File: src/rtl/reset_ctrl_pkg.sv
package reset_ctrl_pkg;

  // Bus geometry
  localparam int ADDR_W = 16;
  localparam int DATA_W = 32;

  // Register indices; byte address is four times the index
  localparam logic [15:0] CAUSE_IDX      = 16'h0FCC;
  localparam logic [15:0] PIN_CTRL_IDX   = 16'h0FDE;
  localparam logic [15:0] CODE_IDX       = 16'h0FDF;
  localparam logic [15:0] IRQ_STATUS_IDX = 16'h0FE0;
  localparam logic [15:0] IRQ_MASK_IDX   = 16'h0FE1;

  // Enable codes written to the enable code port
  localparam logic [7:0] KEY_EXT_DIS  = 8'hB2;
  localparam logic [7:0] KEY_AUX      = 8'hD4;
  localparam logic [7:0] KEY_FLAG_CLR = 8'h71;

  // Reset pin control and effective status field positions
  localparam int PIN_EXT_DIS_BIT = 0;
  localparam int PIN_AUX_A_BIT   = 1;
  localparam int PIN_AUX_B_BIT   = 2;

  // Reset cause register field positions
  localparam int CAUSE_WDT_BIT   = 0;
  localparam int CAUSE_CLK_BIT   = 1;
  localparam int CAUSE_LVD1_BIT  = 2;
  localparam int CAUSE_LVD2_BIT  = 3;
  localparam int CAUSE_TRIM_BIT  = 4;
  localparam int CAUSE_TSTAT_BIT = 5;
  localparam int CAUSE_FLASH_BIT = 6;
  localparam int CAUSE_FCLR_BIT  = 7;

  // Interrupt status extra event position
  localparam int IRQ_WARM_DONE_BIT = 7;

  // Reset values
  localparam logic [2:0] PIN_CTRL_RST  = 3'h0;
  localparam logic [6:0] CAUSE_RST     = 7'h00;
  localparam logic [7:0] IRQ_MASK_RST  = 8'h00;
  localparam logic [7:0] IRQ_STAT_RST  = 8'h00;
  localparam logic [DATA_W-1:0] RDATA_RST = 32'h0000_0000;

  // Warm-up timing after reset release
  localparam int CLK_PERIOD_NS  = 100;
  localparam int WARMUP_TIME_NS = 400000;
  localparam int WARMUP_CYCLES  = (WARMUP_TIME_NS + CLK_PERIOD_NS - 1) / CLK_PERIOD_NS;
  localparam int WARMUP_CNT_W   = 12;

  // Warm-up sequencer states
  typedef enum logic [1:0] {
    WARM_HOLD  = 2'b00,
    WARM_COUNT = 2'b01,
    WARM_RUN   = 2'b10
  } warm_state_e;

  // Byte address of a register index
  function automatic logic [ADDR_W-1:0] reg_addr(input logic [15:0] idx);
    reg_addr = {idx[13:0], 2'b00};
  endfunction

endpackage

File: src/rtl/warmup_sequencer.sv
`timescale 1ns/100ps
`default_nettype none

module warmup_sequencer
  import reset_ctrl_pkg::*;
(
  // Clock and reset
  input  wire logic ref_clk,
  input  wire logic sys_rst,
  // Merged reset level
  input  wire logic reset_active,
  // Warm-up finished, fetch may start
  output logic      warm_done
);

  warm_state_e             state_reg;
  warm_state_e             state_next;
  logic [WARMUP_CNT_W-1:0] count_reg;
  logic                    last_count;

  assign last_count = (count_reg == WARMUP_CNT_W'(WARMUP_CYCLES - 1));

  // Any reset during warm-up sends it back to hold and restarts
  always_comb begin
    state_next = state_reg;
    case (state_reg)
      WARM_HOLD:  if (!reset_active) state_next = WARM_COUNT;
      WARM_COUNT: if (reset_active) state_next = WARM_HOLD;
                  else if (last_count) state_next = WARM_RUN;
      WARM_RUN:   if (reset_active) state_next = WARM_HOLD;
      default:    state_next = WARM_HOLD;
    endcase
  end

  // State register
  always_ff @(posedge ref_clk or posedge sys_rst) begin
    if (sys_rst) begin
      state_reg <= WARM_HOLD;
    end else begin
      state_reg <= state_next;
    end
  end

  // Counter cleared whenever not counting
  always_ff @(posedge ref_clk or posedge sys_rst) begin
    if (sys_rst) begin
      count_reg <= '0;
    end else if (state_reg == WARM_COUNT && !reset_active) begin
      count_reg <= count_reg + 1'b1;
    end else begin
      count_reg <= '0;
    end
  end

  // Done flag registered
  always_ff @(posedge ref_clk or posedge sys_rst) begin
    if (sys_rst) begin
      warm_done <= 1'b0;
    end else begin
      warm_done <= (state_next == WARM_RUN);
    end
  end

endmodule

`default_nettype wire

File: src/rtl/reset_control.sv
// Function
// - Merge external input and seven internal sources into one system reset.
// - Pin control bit 0: zero honours external reset, one ignores it.
// - Effective disable copy cleared only by power-on reset.
// - Written pin control contents clear on every kind of reset.
// - Disable bit takes effect only after key B2 hits the code port.
// - Code port acts on B2, D4 and 71; other values ignored.
// - Status at code port address shows effective disable in bit 0.
// - Pin control bits 7 to 3 read zero.
// - Cause flags set by matching internal reset sources.
// - Cause bit 5 shows abnormal trimming data detected.
// - Cause flags cleared by power-on, external reset or keyed clear only.
// - Clear request plus key 71 zeros flags and drops request.
// - Cause bit 7 clear request reads back zero.
// - After release a warm-up count runs before CPU fetch.
// - Reset during warm-up restarts the count after the new release.
`timescale 1ns/100ps
`default_nettype none

module reset_control
  import reset_ctrl_pkg::*;
(
  // Clock and power-on domain reset
  input  wire logic              ref_clk,
  input  wire logic              sys_rst,
  // APB slave
  input  wire logic              psel,
  input  wire logic              penable,
  input  wire logic              pwrite,
  input  wire logic [ADDR_W-1:0] paddr,
  input  wire logic [DATA_W-1:0] pwdata,
  output logic      [DATA_W-1:0] prdata,
  output logic                   pready,
  output logic                   pslverr,
  // Reset sources
  input  wire logic              ext_reset_n,
  input  wire logic              power_on_reset_req,
  input  wire logic              lvd1_reset_req,
  input  wire logic              lvd2_reset_req,
  input  wire logic              wdt_reset_req,
  input  wire logic              clock_fault_reset_req,
  input  wire logic              trim_reset_req,
  input  wire logic              flash_standby_reset_req,
  input  wire logic              bad_trim_detect,
  // Reset and start-up results
  output logic                   system_reset,
  output logic                   cpu_fetch_enable,
  output logic                   ext_reset_disable_effective,
  output logic                   aux_control_a_effective,
  output logic                   aux_control_b_effective,
  // Interrupt
  output logic                   irq
);

  // Register state
  logic [2:0]        pin_ctrl_reg;
  logic              ext_dis_eff_reg;
  logic              aux_a_eff_reg;
  logic              aux_b_eff_reg;
  logic [6:0]        cause_reg;
  logic              fclr_req_reg;
  logic [7:0]        irq_status_reg;
  logic [7:0]        irq_mask_reg;
  logic              irq_reg;
  logic              sys_reset_reg;
  logic              fetch_en_reg;
  logic [DATA_W-1:0] prdata_reg;
  logic              pready_reg;
  logic              pslverr_reg;

  // Combinational helpers
  logic              internal_any;
  logic              ext_active;
  logic              reset_active;
  logic              warm_done;
  logic              setup_phase;
  logic              wr_fire;
  logic              hit_cause;
  logic              hit_pin;
  logic              hit_code;
  logic              hit_istat;
  logic              hit_imask;
  logic              hit_any;
  logic [7:0]        rd_value;

  // Per-register write strobes
  logic              wr_cause;
  logic              wr_pin;
  logic              wr_code;
  logic              wr_istat;
  logic              wr_imask;

  // Key decode and flag clearing
  logic              key_ext_dis;
  logic              key_aux;
  logic              key_flag_clr;
  logic [6:0]        cause_set;
  logic              cause_clear;
  logic              clear_by_key;
  logic [6:0]        cause_next;

  // Interrupt event and status terms
  logic [7:0]        irq_events;
  logic [7:0]        irq_status_next;

  // Source merge; external pin gated by the committed disable copy
  assign internal_any = power_on_reset_req | lvd1_reset_req | lvd2_reset_req | wdt_reset_req
                      | clock_fault_reset_req | trim_reset_req | flash_standby_reset_req;
  assign ext_active   = !ext_reset_n && !ext_dis_eff_reg;
  assign reset_active = internal_any | ext_active;

  // Registered system reset output
  always_ff @(posedge ref_clk or posedge sys_rst) begin
    if (sys_rst) begin
      sys_reset_reg <= 1'b1;
    end else begin
      sys_reset_reg <= reset_active;
    end
  end

  // Warm-up after each release; its length is a package constant, shorten it there for quick runs
  warmup_sequencer u_warmup (
    .ref_clk      (ref_clk),
    .sys_rst      (sys_rst),
    .reset_active (reset_active),
    .warm_done    (warm_done)
  );

  // Fetch enable follows the warm-up result
  always_ff @(posedge ref_clk or posedge sys_rst) begin
    if (sys_rst) begin
      fetch_en_reg <= 1'b0;
    end else begin
      fetch_en_reg <= warm_done && !reset_active;
    end
  end

  // APB phase decode; one-cycle access with a registered ready
  assign setup_phase = psel && !penable;
  assign wr_fire     = psel && penable && pready_reg && pwrite;

  // Address decode and read mux
  always_comb begin
    hit_cause = 1'b0;
    hit_pin   = 1'b0;
    hit_code  = 1'b0;
    hit_istat = 1'b0;
    hit_imask = 1'b0;
    rd_value  = 8'h00;
    if (paddr == reg_addr(CAUSE_IDX)) begin
      hit_cause = 1'b1;
      rd_value  = {1'b0, cause_reg};
    end else if (paddr == reg_addr(PIN_CTRL_IDX)) begin
      hit_pin  = 1'b1;
      rd_value = {5'h00, pin_ctrl_reg};
    end else if (paddr == reg_addr(CODE_IDX)) begin
      hit_code = 1'b1;
      rd_value = {5'h00, aux_b_eff_reg, aux_a_eff_reg, ext_dis_eff_reg};
    end else if (paddr == reg_addr(IRQ_STATUS_IDX)) begin
      hit_istat = 1'b1;
      rd_value  = irq_status_reg;
    end else if (paddr == reg_addr(IRQ_MASK_IDX)) begin
      hit_imask = 1'b1;
      rd_value  = irq_mask_reg;
    end
  end

  assign hit_any = hit_cause | hit_pin | hit_code | hit_istat | hit_imask;

  // Per-register write strobes, one qualified access each
  assign wr_cause = wr_fire && hit_cause;
  assign wr_pin   = wr_fire && hit_pin;
  assign wr_code  = wr_fire && hit_code;
  assign wr_istat = wr_fire && hit_istat;
  assign wr_imask = wr_fire && hit_imask;

  // Code port match; any other value commits nothing
  function automatic logic key_match(input logic [7:0] code, input logic [7:0] key);
    key_match = (code == key);
  endfunction

  // Ready and error raised for the access cycle only
  always_ff @(posedge ref_clk or posedge sys_rst) begin
    if (sys_rst) begin
      pready_reg  <= 1'b0;
      pslverr_reg <= 1'b0;
    end else begin
      pready_reg  <= setup_phase;
      pslverr_reg <= setup_phase && !hit_any;
    end
  end

  // Read data captured in setup, zero on unmapped or write
  always_ff @(posedge ref_clk or posedge sys_rst) begin
    if (sys_rst) begin
      prdata_reg <= RDATA_RST;
    end else if (setup_phase) begin
      prdata_reg <= pwrite ? RDATA_RST : {24'h000000, rd_value};
    end
  end

  // Enable code port decode; unknown codes fall through unused
  assign key_ext_dis  = wr_code && key_match(pwdata[7:0], KEY_EXT_DIS);
  assign key_aux      = wr_code && key_match(pwdata[7:0], KEY_AUX);
  assign key_flag_clr = wr_code && key_match(pwdata[7:0], KEY_FLAG_CLR);

  // Written pin control bits; any reset source wipes them
  always_ff @(posedge ref_clk or posedge sys_rst) begin
    if (sys_rst) begin
      pin_ctrl_reg <= PIN_CTRL_RST;
    end else if (reset_active) begin
      pin_ctrl_reg <= PIN_CTRL_RST;
    end else if (wr_pin) begin
      pin_ctrl_reg <= pwdata[2:0];
    end
  end

  // Committed disable copy survives every reset but power-on
  always_ff @(posedge ref_clk or posedge sys_rst) begin
    if (sys_rst) begin
      ext_dis_eff_reg <= 1'b0;
    end else if (power_on_reset_req) begin
      ext_dis_eff_reg <= 1'b0;
    end else if (key_ext_dis) begin
      ext_dis_eff_reg <= pin_ctrl_reg[PIN_EXT_DIS_BIT];
    end
  end

  // Committed auxiliary copies, same power-on only clearing
  always_ff @(posedge ref_clk or posedge sys_rst) begin
    if (sys_rst) begin
      aux_a_eff_reg <= 1'b0;
      aux_b_eff_reg <= 1'b0;
    end else if (power_on_reset_req) begin
      aux_a_eff_reg <= 1'b0;
      aux_b_eff_reg <= 1'b0;
    end else if (key_aux) begin
      aux_a_eff_reg <= pin_ctrl_reg[PIN_AUX_A_BIT];
      aux_b_eff_reg <= pin_ctrl_reg[PIN_AUX_B_BIT];
    end
  end

  // Clear request is a written bit, so any reset drops it
  always_ff @(posedge ref_clk or posedge sys_rst) begin
    if (sys_rst) begin
      fclr_req_reg <= 1'b0;
    end else if (reset_active || key_flag_clr) begin
      fclr_req_reg <= 1'b0;
    end else if (wr_cause) begin
      fclr_req_reg <= pwdata[CAUSE_FCLR_BIT];
    end
  end

  // Cause sets; bit 5 tracks abnormal trim detection
  always_comb begin
    cause_set                  = 7'h00;
    cause_set[CAUSE_WDT_BIT]   = wdt_reset_req;
    cause_set[CAUSE_CLK_BIT]   = clock_fault_reset_req;
    cause_set[CAUSE_LVD1_BIT]  = lvd1_reset_req;
    cause_set[CAUSE_LVD2_BIT]  = lvd2_reset_req;
    cause_set[CAUSE_TRIM_BIT]  = trim_reset_req;
    cause_set[CAUSE_TSTAT_BIT] = bad_trim_detect;
    cause_set[CAUSE_FLASH_BIT] = flash_standby_reset_req;
  end

  // Internal resets other than power-on keep flags; a new cause beats a same-cycle clear
  assign clear_by_key = key_flag_clr && fclr_req_reg;
  assign cause_clear  = power_on_reset_req || ext_active || clear_by_key;
  assign cause_next  = (cause_clear ? CAUSE_RST : cause_reg) | cause_set;

  // Reset cause flags
  always_ff @(posedge ref_clk or posedge sys_rst) begin
    if (sys_rst) begin
      cause_reg <= CAUSE_RST;
    end else begin
      cause_reg <= cause_next;
    end
  end

  // Interrupt events: new cause bits except bit 5 plus warm-up completion
  always_comb begin
    irq_events                    = {1'b0, cause_set & ~cause_reg};
    irq_events[CAUSE_TSTAT_BIT]   = 1'b0;
    irq_events[IRQ_WARM_DONE_BIT] = warm_done && !fetch_en_reg && !reset_active;
  end

  // Sticky status, write one to clear, set wins
  always_comb begin
    irq_status_next = irq_status_reg;
    if (wr_istat) begin
      irq_status_next = irq_status_reg & ~pwdata[7:0];
    end
  end

  always_ff @(posedge ref_clk or posedge sys_rst) begin
    if (sys_rst) begin
      irq_status_reg <= IRQ_STAT_RST;
    end else begin
      irq_status_reg <= irq_status_next | irq_events;
    end
  end

  // Interrupt mask
  always_ff @(posedge ref_clk or posedge sys_rst) begin
    if (sys_rst) begin
      irq_mask_reg <= IRQ_MASK_RST;
    end else if (wr_imask) begin
      irq_mask_reg <= pwdata[7:0];
    end
  end

  // Level interrupt, one cycle behind the status
  always_ff @(posedge ref_clk or posedge sys_rst) begin
    if (sys_rst) begin
      irq_reg <= 1'b0;
    end else begin
      irq_reg <= |(irq_status_reg & irq_mask_reg);
    end
  end

  // Outputs straight from flops
  assign prdata                      = prdata_reg;
  assign pready                      = pready_reg;
  assign pslverr                     = pslverr_reg;
  assign system_reset                = sys_reset_reg;
  assign cpu_fetch_enable            = fetch_en_reg;
  assign ext_reset_disable_effective = ext_dis_eff_reg;
  assign aux_control_a_effective     = aux_a_eff_reg;
  assign aux_control_b_effective     = aux_b_eff_reg;
  assign irq                         = irq_reg;

endmodule

`default_nettype wire

File: config.mk
export PLATFORM = sky130hd
export DESIGN_NAME = reset_control
export DESIGN_NICKNAME = d
export VERILOG_FILES = /design/src/rtl/reset_ctrl_pkg.sv /design/src/rtl/warmup_sequencer.sv /design/src/rtl/reset_control.sv
export SDC_FILE = /design/constraint.sdc
export NUM_CORES = 1
export LEC_CHECK = 0
export BUFFER_PORTS_ARGS = -buffer_cell sky130_fd_sc_hd__buf_2
export CAP_MARGIN = 10
export CORE_MARGIN = 10
export CORE_UTILIZATION = 42
export CTS_BUF_LIST = sky130_fd_sc_hd__clkbuf_8 sky130_fd_sc_hd__clkbuf_16
export DETAILED_ROUTE_END_ITERATION = 7
export MAX_ROUTING_LAYER = met4
export PLACE_DENSITY = 0.75
export SLEW_MARGIN = 5
export SYNTH_ARGS = -nofsm -noshare
export SYNTH_HDL_FRONTEND = slang
export SYNTH_SLANG_ARGS = --single-unit
File: constraint.sdc
create_clock -name ref_clk -period 2.2 [get_ports ref_clk]
set_input_delay 0.22 -clock ref_clk [delete_from_list [all_inputs] [get_ports ref_clk]]
set_output_delay 0.22 -clock ref_clk [all_outputs]
set_load 0.02 [all_outputs]
## After elaboration in Yosys (flattened, before gate mapping)

Index checks and enable logic that the tools add are counted.

- Bits in registers: 82
- Output and inout port bits: 40
- Logic and storage cells: 121

- Add/subtract/negate cells: 1
- Equal/unequal tests: 12
- Mux-type cells: 39
- Bitwise gates (word level): 18
- Reductions and logical operators: 34

Operators by type and width:

| operator | number |
|---|---|
| equality test 16 x 14 -> 1 bit (second input constant) | 5 |
| two-way mux 8 bit | 7 |
| two-way mux 1 bit | 23 |
| logical AND 1 bit | 19 |
| bitwise AND 8 bit | 2 |
| equality test 8 bit (second input constant) | 2 |
| adder 12 x 1 -> 12 bit (second input constant) | 1 |
| equality test 12 bit (second input constant) | 1 |
| two-way mux 12 bit | 1 |
| OR 1 bit | 11 |
| equality test 8 x 7 -> 1 bit (second input constant) | 1 |
| two-way mux 2 bit | 4 |
| inverter 8 bit | 1 |
| OR 8 bit | 1 |
| nonzero test 2 bit | 4 |
| OR reduction 8 bit | 1 |
| bitwise AND 7 bit | 1 |
| two-way mux 7 bit | 1 |
| inverter 7 bit | 1 |
| OR 7 bit | 1 |
| zero test 1 bit | 6 |
| two-way mux 3 bit | 2 |
| one-hot mux 2 bit (3 select lines) | 1 |
| equality test 2 bit (second input constant) | 2 |
| 3 further kinds | 5 |

## Logic depth before layout (Yosys ltp)

- Word-level depth: 10
- Gate-level depth with buffers: 6

## Modules after synthesis

A second synthesis with hierarchy kept.

- Cell total of the unflattened synthesis: 284
- Area, all modules: 3,017.9 µm²

Modules (own cells, without submodules):

| module | times used | cells each | area an instance (µm²) | sequential area each (µm²) |
|---|---|---|---|---|
| reset_control | 1 | 218 | 2,329.7 | 1,077.3 |
| warmup_sequencer | 1 | 66 | 688.2 | 375.4 |

## Least setup slack after synthesis

Ideal clock, no wire load.

- Path type: input port to flip-flop
- From: input paddr[6]
- To: register irq_mask_reg[0]
- Arrival time: 1.737 ns
- Path slack: 0.338 ns
- Stages: 5
- Cell sequence: buf_2 > nor4b_1 > nand4_1 > nor4_4 > mux2_2

- Word-level cells in the longest chain between the ends: 7

RTL lines:

| item | line | RTL |
|---|---|---|
| from (decl) | reset_control.sv:30 | `input wire logic [ADDR_W-1:0] paddr,` |
| equality test 16 x 14 -> 1 bit | reset_control.sv:162 | `end else if (paddr == reg_addr(IRQ_MASK_IDX)) begin` |
| two-way mux 1 bit | reset_control.sv:162 |  |
| two-way mux 1 bit | reset_control.sv:159 | `end else if (paddr == reg_addr(IRQ_STATUS_IDX)) begin` |
| two-way mux 1 bit | reset_control.sv:156 | `end else if (paddr == reg_addr(CODE_IDX)) begin` |
| two-way mux 1 bit | reset_control.sv:153 | `end else if (paddr == reg_addr(PIN_CTRL_IDX)) begin` |
| two-way mux 1 bit * | reset_control.sv:150 | `if (paddr == reg_addr(CAUSE_IDX)) begin` |
| logical AND 1 bit * | reset_control.sv:175 | `assign wr_imask = wr_fire && hit_imask;` |
| to (signal assigned) | reset_control.sv:308 | `irq_mask_reg <= pwdata[7:0];` |
| to (decl) | reset_control.sv:63 | `logic [7:0] irq_mask_reg;` |

Mark *: on every way between the ends. The rest lies on a longest branch, timed or not.
A chain may end at the register's enable or synchronous reset.

## Worst setup path in the final report

- From: register ext_dis_eff_reg (netlist: ext_reset_disable_effective)
- To: register u_warmup.count_reg[4]

- Word-level cells in the longest chain between the ends: 6

RTL lines:

| item | line | RTL |
|---|---|---|
| from (decl) | reset_control.sv:57 | `logic ext_dis_eff_reg;` |
| from (signal assigned) | reset_control.sv:225 | `ext_dis_eff_reg <= pin_ctrl_reg[PIN_EXT_DIS_BIT];` |
| zero test 1 bit | reset_control.sv:109 | `assign ext_active = !ext_reset_n && !ext_dis_eff_reg;` |
| logical AND 1 bit | reset_control.sv:109 |  |
| OR 1 bit | reset_control.sv:110 | `assign reset_active = internal_any \| ext_active;` |
| zero test 1 bit | n/a |  |
| logical AND 1 bit | warmup_sequencer.sv:48 | `end else if (state_reg == WARM_COUNT && !reset_active) begin` |
| two-way mux 12 bit | warmup_sequencer.sv:48 |  |
| to (signal assigned) | warmup_sequencer.sv:49 | `count_reg <= count_reg + 1'b1;` |
| to (decl) | warmup_sequencer.sv:18 | `logic [WARMUP_CNT_W-1:0] count_reg;` |

No other way between the ends.

==> summary.md <==
| Metric | Value |
|---|---|
| Initial DRC Count | `151` |
| Area of the multi-input gates | `0.001486 mm2` |
| Number of global-route vias before repair | `between 2k and 3k` |
| Unique masters post-synth | `53` |
| Largest net degree at the start of global routing | `36` |
| Final Hold Fails | `0` |
| Min cycle time layout | `1.796 ns` |
| Fill cell count | `690` |
| Post-CTS sizing | `0` |
| Startpoint Class | `register` |
| Synth Instances | `slightly above 300` |
| Sequential area share after synthesis | `0.4633` |
| First-pass GRT wire length | `13.19 mm` |
| Commonest cells after routing, fill and taps aside | `57 x dfrtp_1, 53 x buf_2, 24 x conb_1` |
| Vias | `around 2.6k` |
| Max VDD drop | `roughly 0.00042 V` |
| Die area | `0.01132 mm2` |
| Synth-to-Final Area Change | `16.48%` |
| Row count | `31` |
| Vias per std cell | `5.464` |
| CTS Buffer Depth | `2` |
| Critical path capture point type | `register` |
| Rel. slew slack | `0.6189` |
| Final Max Slew Viols | `0` |
| Htree depth | `3` |
| Syn_area_per_cell | `10.38 um2` |
| Post-CTS Setup Repair Bufs | `0` |
| Post-synth EDFFs | `0` |
| Cell area after synthesis | `0.003136 mm2` |
| TNS Setup | `0 ns` |
| Initial Util | `0.4323` |
| Core area | `0.007253 mm2` |
| CTS buffer count | `9` |
| Worst setup path class | `reg -> reg` |
| CTS tree | `done` |
| Residual DRC | `0` |
| Initial antenna violation count | `0` |
| FF+latch count, synth | `58` |
| Die Width | `~110 um` |
| Commonest non-fill, non-tap cell in the layout | `dfrtp_1` |
| Power density over the cells | `586.0 mW/mm2` |
| Final period utilization | `0.8164` |
| Post-detail-place hpwl | `6.131 mm` |
| Port Buffers | `between 50 and 60` |
| Clk root buf | `clkbuf_8` |
| Clock sink count | `58` |
| Power, Total | `0.002140 W` |
| Async set-reset flop share out of synthesis | `1.000` |
| Register Area | `~0.0015 mm2` |
| Critical path peak fanout | `12` |
| Final GP Congestion | `between 0.9 and 1` |
| Detailed Route WL | `8.107 mm` |
| Static leakage | `1.677 nW` |
| Final Setup Violations | `0` |
| IO Pins | `between 100 and 150` |
| MaxCap Viol Count | `0` |
| Routed Antenna Nets | `0` |
| Worst min-delay path class | `in -> reg` |
| Required @ worst endpoint | `2.46 ns` |
| DIE HEIGHT | `~110 um` |
| N_diodes | `0` |
| Worst-skew pair later-pin latency | `0.34 ns` |
| Arr. time, crit path | `2.06 ns` |
| First-pass DRT Iterations | `4` |
| Proportion of layout cells with a drive suffix above 1 | `0.2737` |
| Clock transition at path regs | `~0.070 ns` |
| Total track usage | `0.1485` |
| Yosys warns | `0` |
| Max frequency | `approximately 560 MHz` |
| Nets | `about 430` |
| Final Skew | `0.006745 ns` |
| RSZ-0062 raised after global routing | `no` |
| Max FFs per register | `12` |
| Slew at the pin closest to its max-slew limit | `0.5704 ns` |
| Status | `completed` |
| Routed length per instance | `approximately 17 um` |
| Top FF cell, synth | `dfrtp_1` |
| GR Overflow Total | `0` |
[path summary, 6_finish.rpt]
check / startpoint / to / depth (start not counted) / slack [ns]
setup / recovery: ext_reset_disable_effective / u_warmup.count_reg[4] / 4 / 0.40
hold / removal: bad_trim_detect / cause_reg[5] / 2 / 0.06
setup reg to reg: ext_reset_disable_effective / u_warmup.count_reg[4] / 4 / 0.40
hold reg to reg: prdata[7] / prdata[7] / 2 / 0.47
max in group asynchronous: sys_rst / system_reset / 4 / 1.09
min in group asynchronous: sys_rst / cause_reg[4] / 3 / 0.47
[logic make-up after synthesis]
group	count (synthesis)	synth area share
and+or+nand+nor	103	0.2123
AOI/OAI and AO/OA	63	0.1441
DFF	58	0.4633
buffers and inverters	49	0.09018
muxes	16	0.05427
xor gates and xnor gates	11	0.03073
adders and majority gates	1	0.003990
other	1	0.001196
[critical path, cell delays in order (launching register included)]
cell      delay [ns]
dfrtp_1         0.40
o21bai_1        0.14
or4_1           0.52
or3b_4          0.51
nor2_2          0.14
[cell type report]
type                    count  area share
clock inverters             4    0.005139
clock buffers              11     0.04145
flip-flops and latches     58      0.3977
repair buffers             65      0.1014
inverters                  13     0.01336
multi-input cells         218      0.4070
well taps                  99     0.03392
[where the power goes]
group	switching, W	internal, W	total, W
Sequential	0.00000850	0.00108	0.00109
Clock	0.000404	0.000453	0.000858
Combinational	0.000134	0.0000626	0.000196
[routing by layer]
| layer | global-route usage | routed length, um |
|---|---|---|
| met1 | 0.1646 | 3270 |
| met2 | 0.2425 | 4078 |
| met3 | 0.05978 | 681 |
| met4 | 0.04159 | 76 |
| met5 | - | 0 |
[Yosys cell counts, drive strengths merged (2+ instances only)]
cell type,instances,area [um2]
a31oi,6,37.54
a21o,8,60.06
or4,3,22.52
nand3,14,70.07
nor4bb,3,30.03
nor4,3,33.78
xnor2,7,61.31
buf,26,196.4
inv,13,48.80
and4,8,70.07
xor2,4,35.03
or3,4,25.02
mux2,8,90.09
and2,4,25.02
o21ai,7,35.03
a22o,6,52.55
a32oi,3,26.28
a211oi,2,15.01
o31ai,11,82.58
nand2b,2,12.51
nor2,16,85.08
nor2b,2,12.51
a22oi,5,37.54
nand4,12,75.07
nor4b,2,17.52
mux2i,8,80.08
nor3,9,45.04
a21oi,7,35.03
dfrtp,57,1426
and4b,2,20.02
nand3b,2,15.01
clkbuf,10,37.54
o32a,2,20.02
nand2,9,33.78
nor3b,3,22.52
[stage by stage]
stage	setup slack [ns]	hold slack [ns]	utilization	instances	area [um2]
after floorplan	0.3379	0.2831	-	325	3222
after global placement	0.1408	0.2871	0.4787	452	3472
after detailed placement	0.1136	0.2948	0.4787	452	3472
after CTS	0.3975	0.04248	0.5035	468	3652
after global routing	0.3209	0.04861	0.5035	468	3652
final	0.4039	0.05731	0.5035	468	3652
[what timing repair did]
item | in CTS | in global routing
hold buffers | 1 | 0
endpoints found under the hold margin | 23 | 0
setup endpoints to repair | 0 | 0
Power figures use the tool's default switching activity.
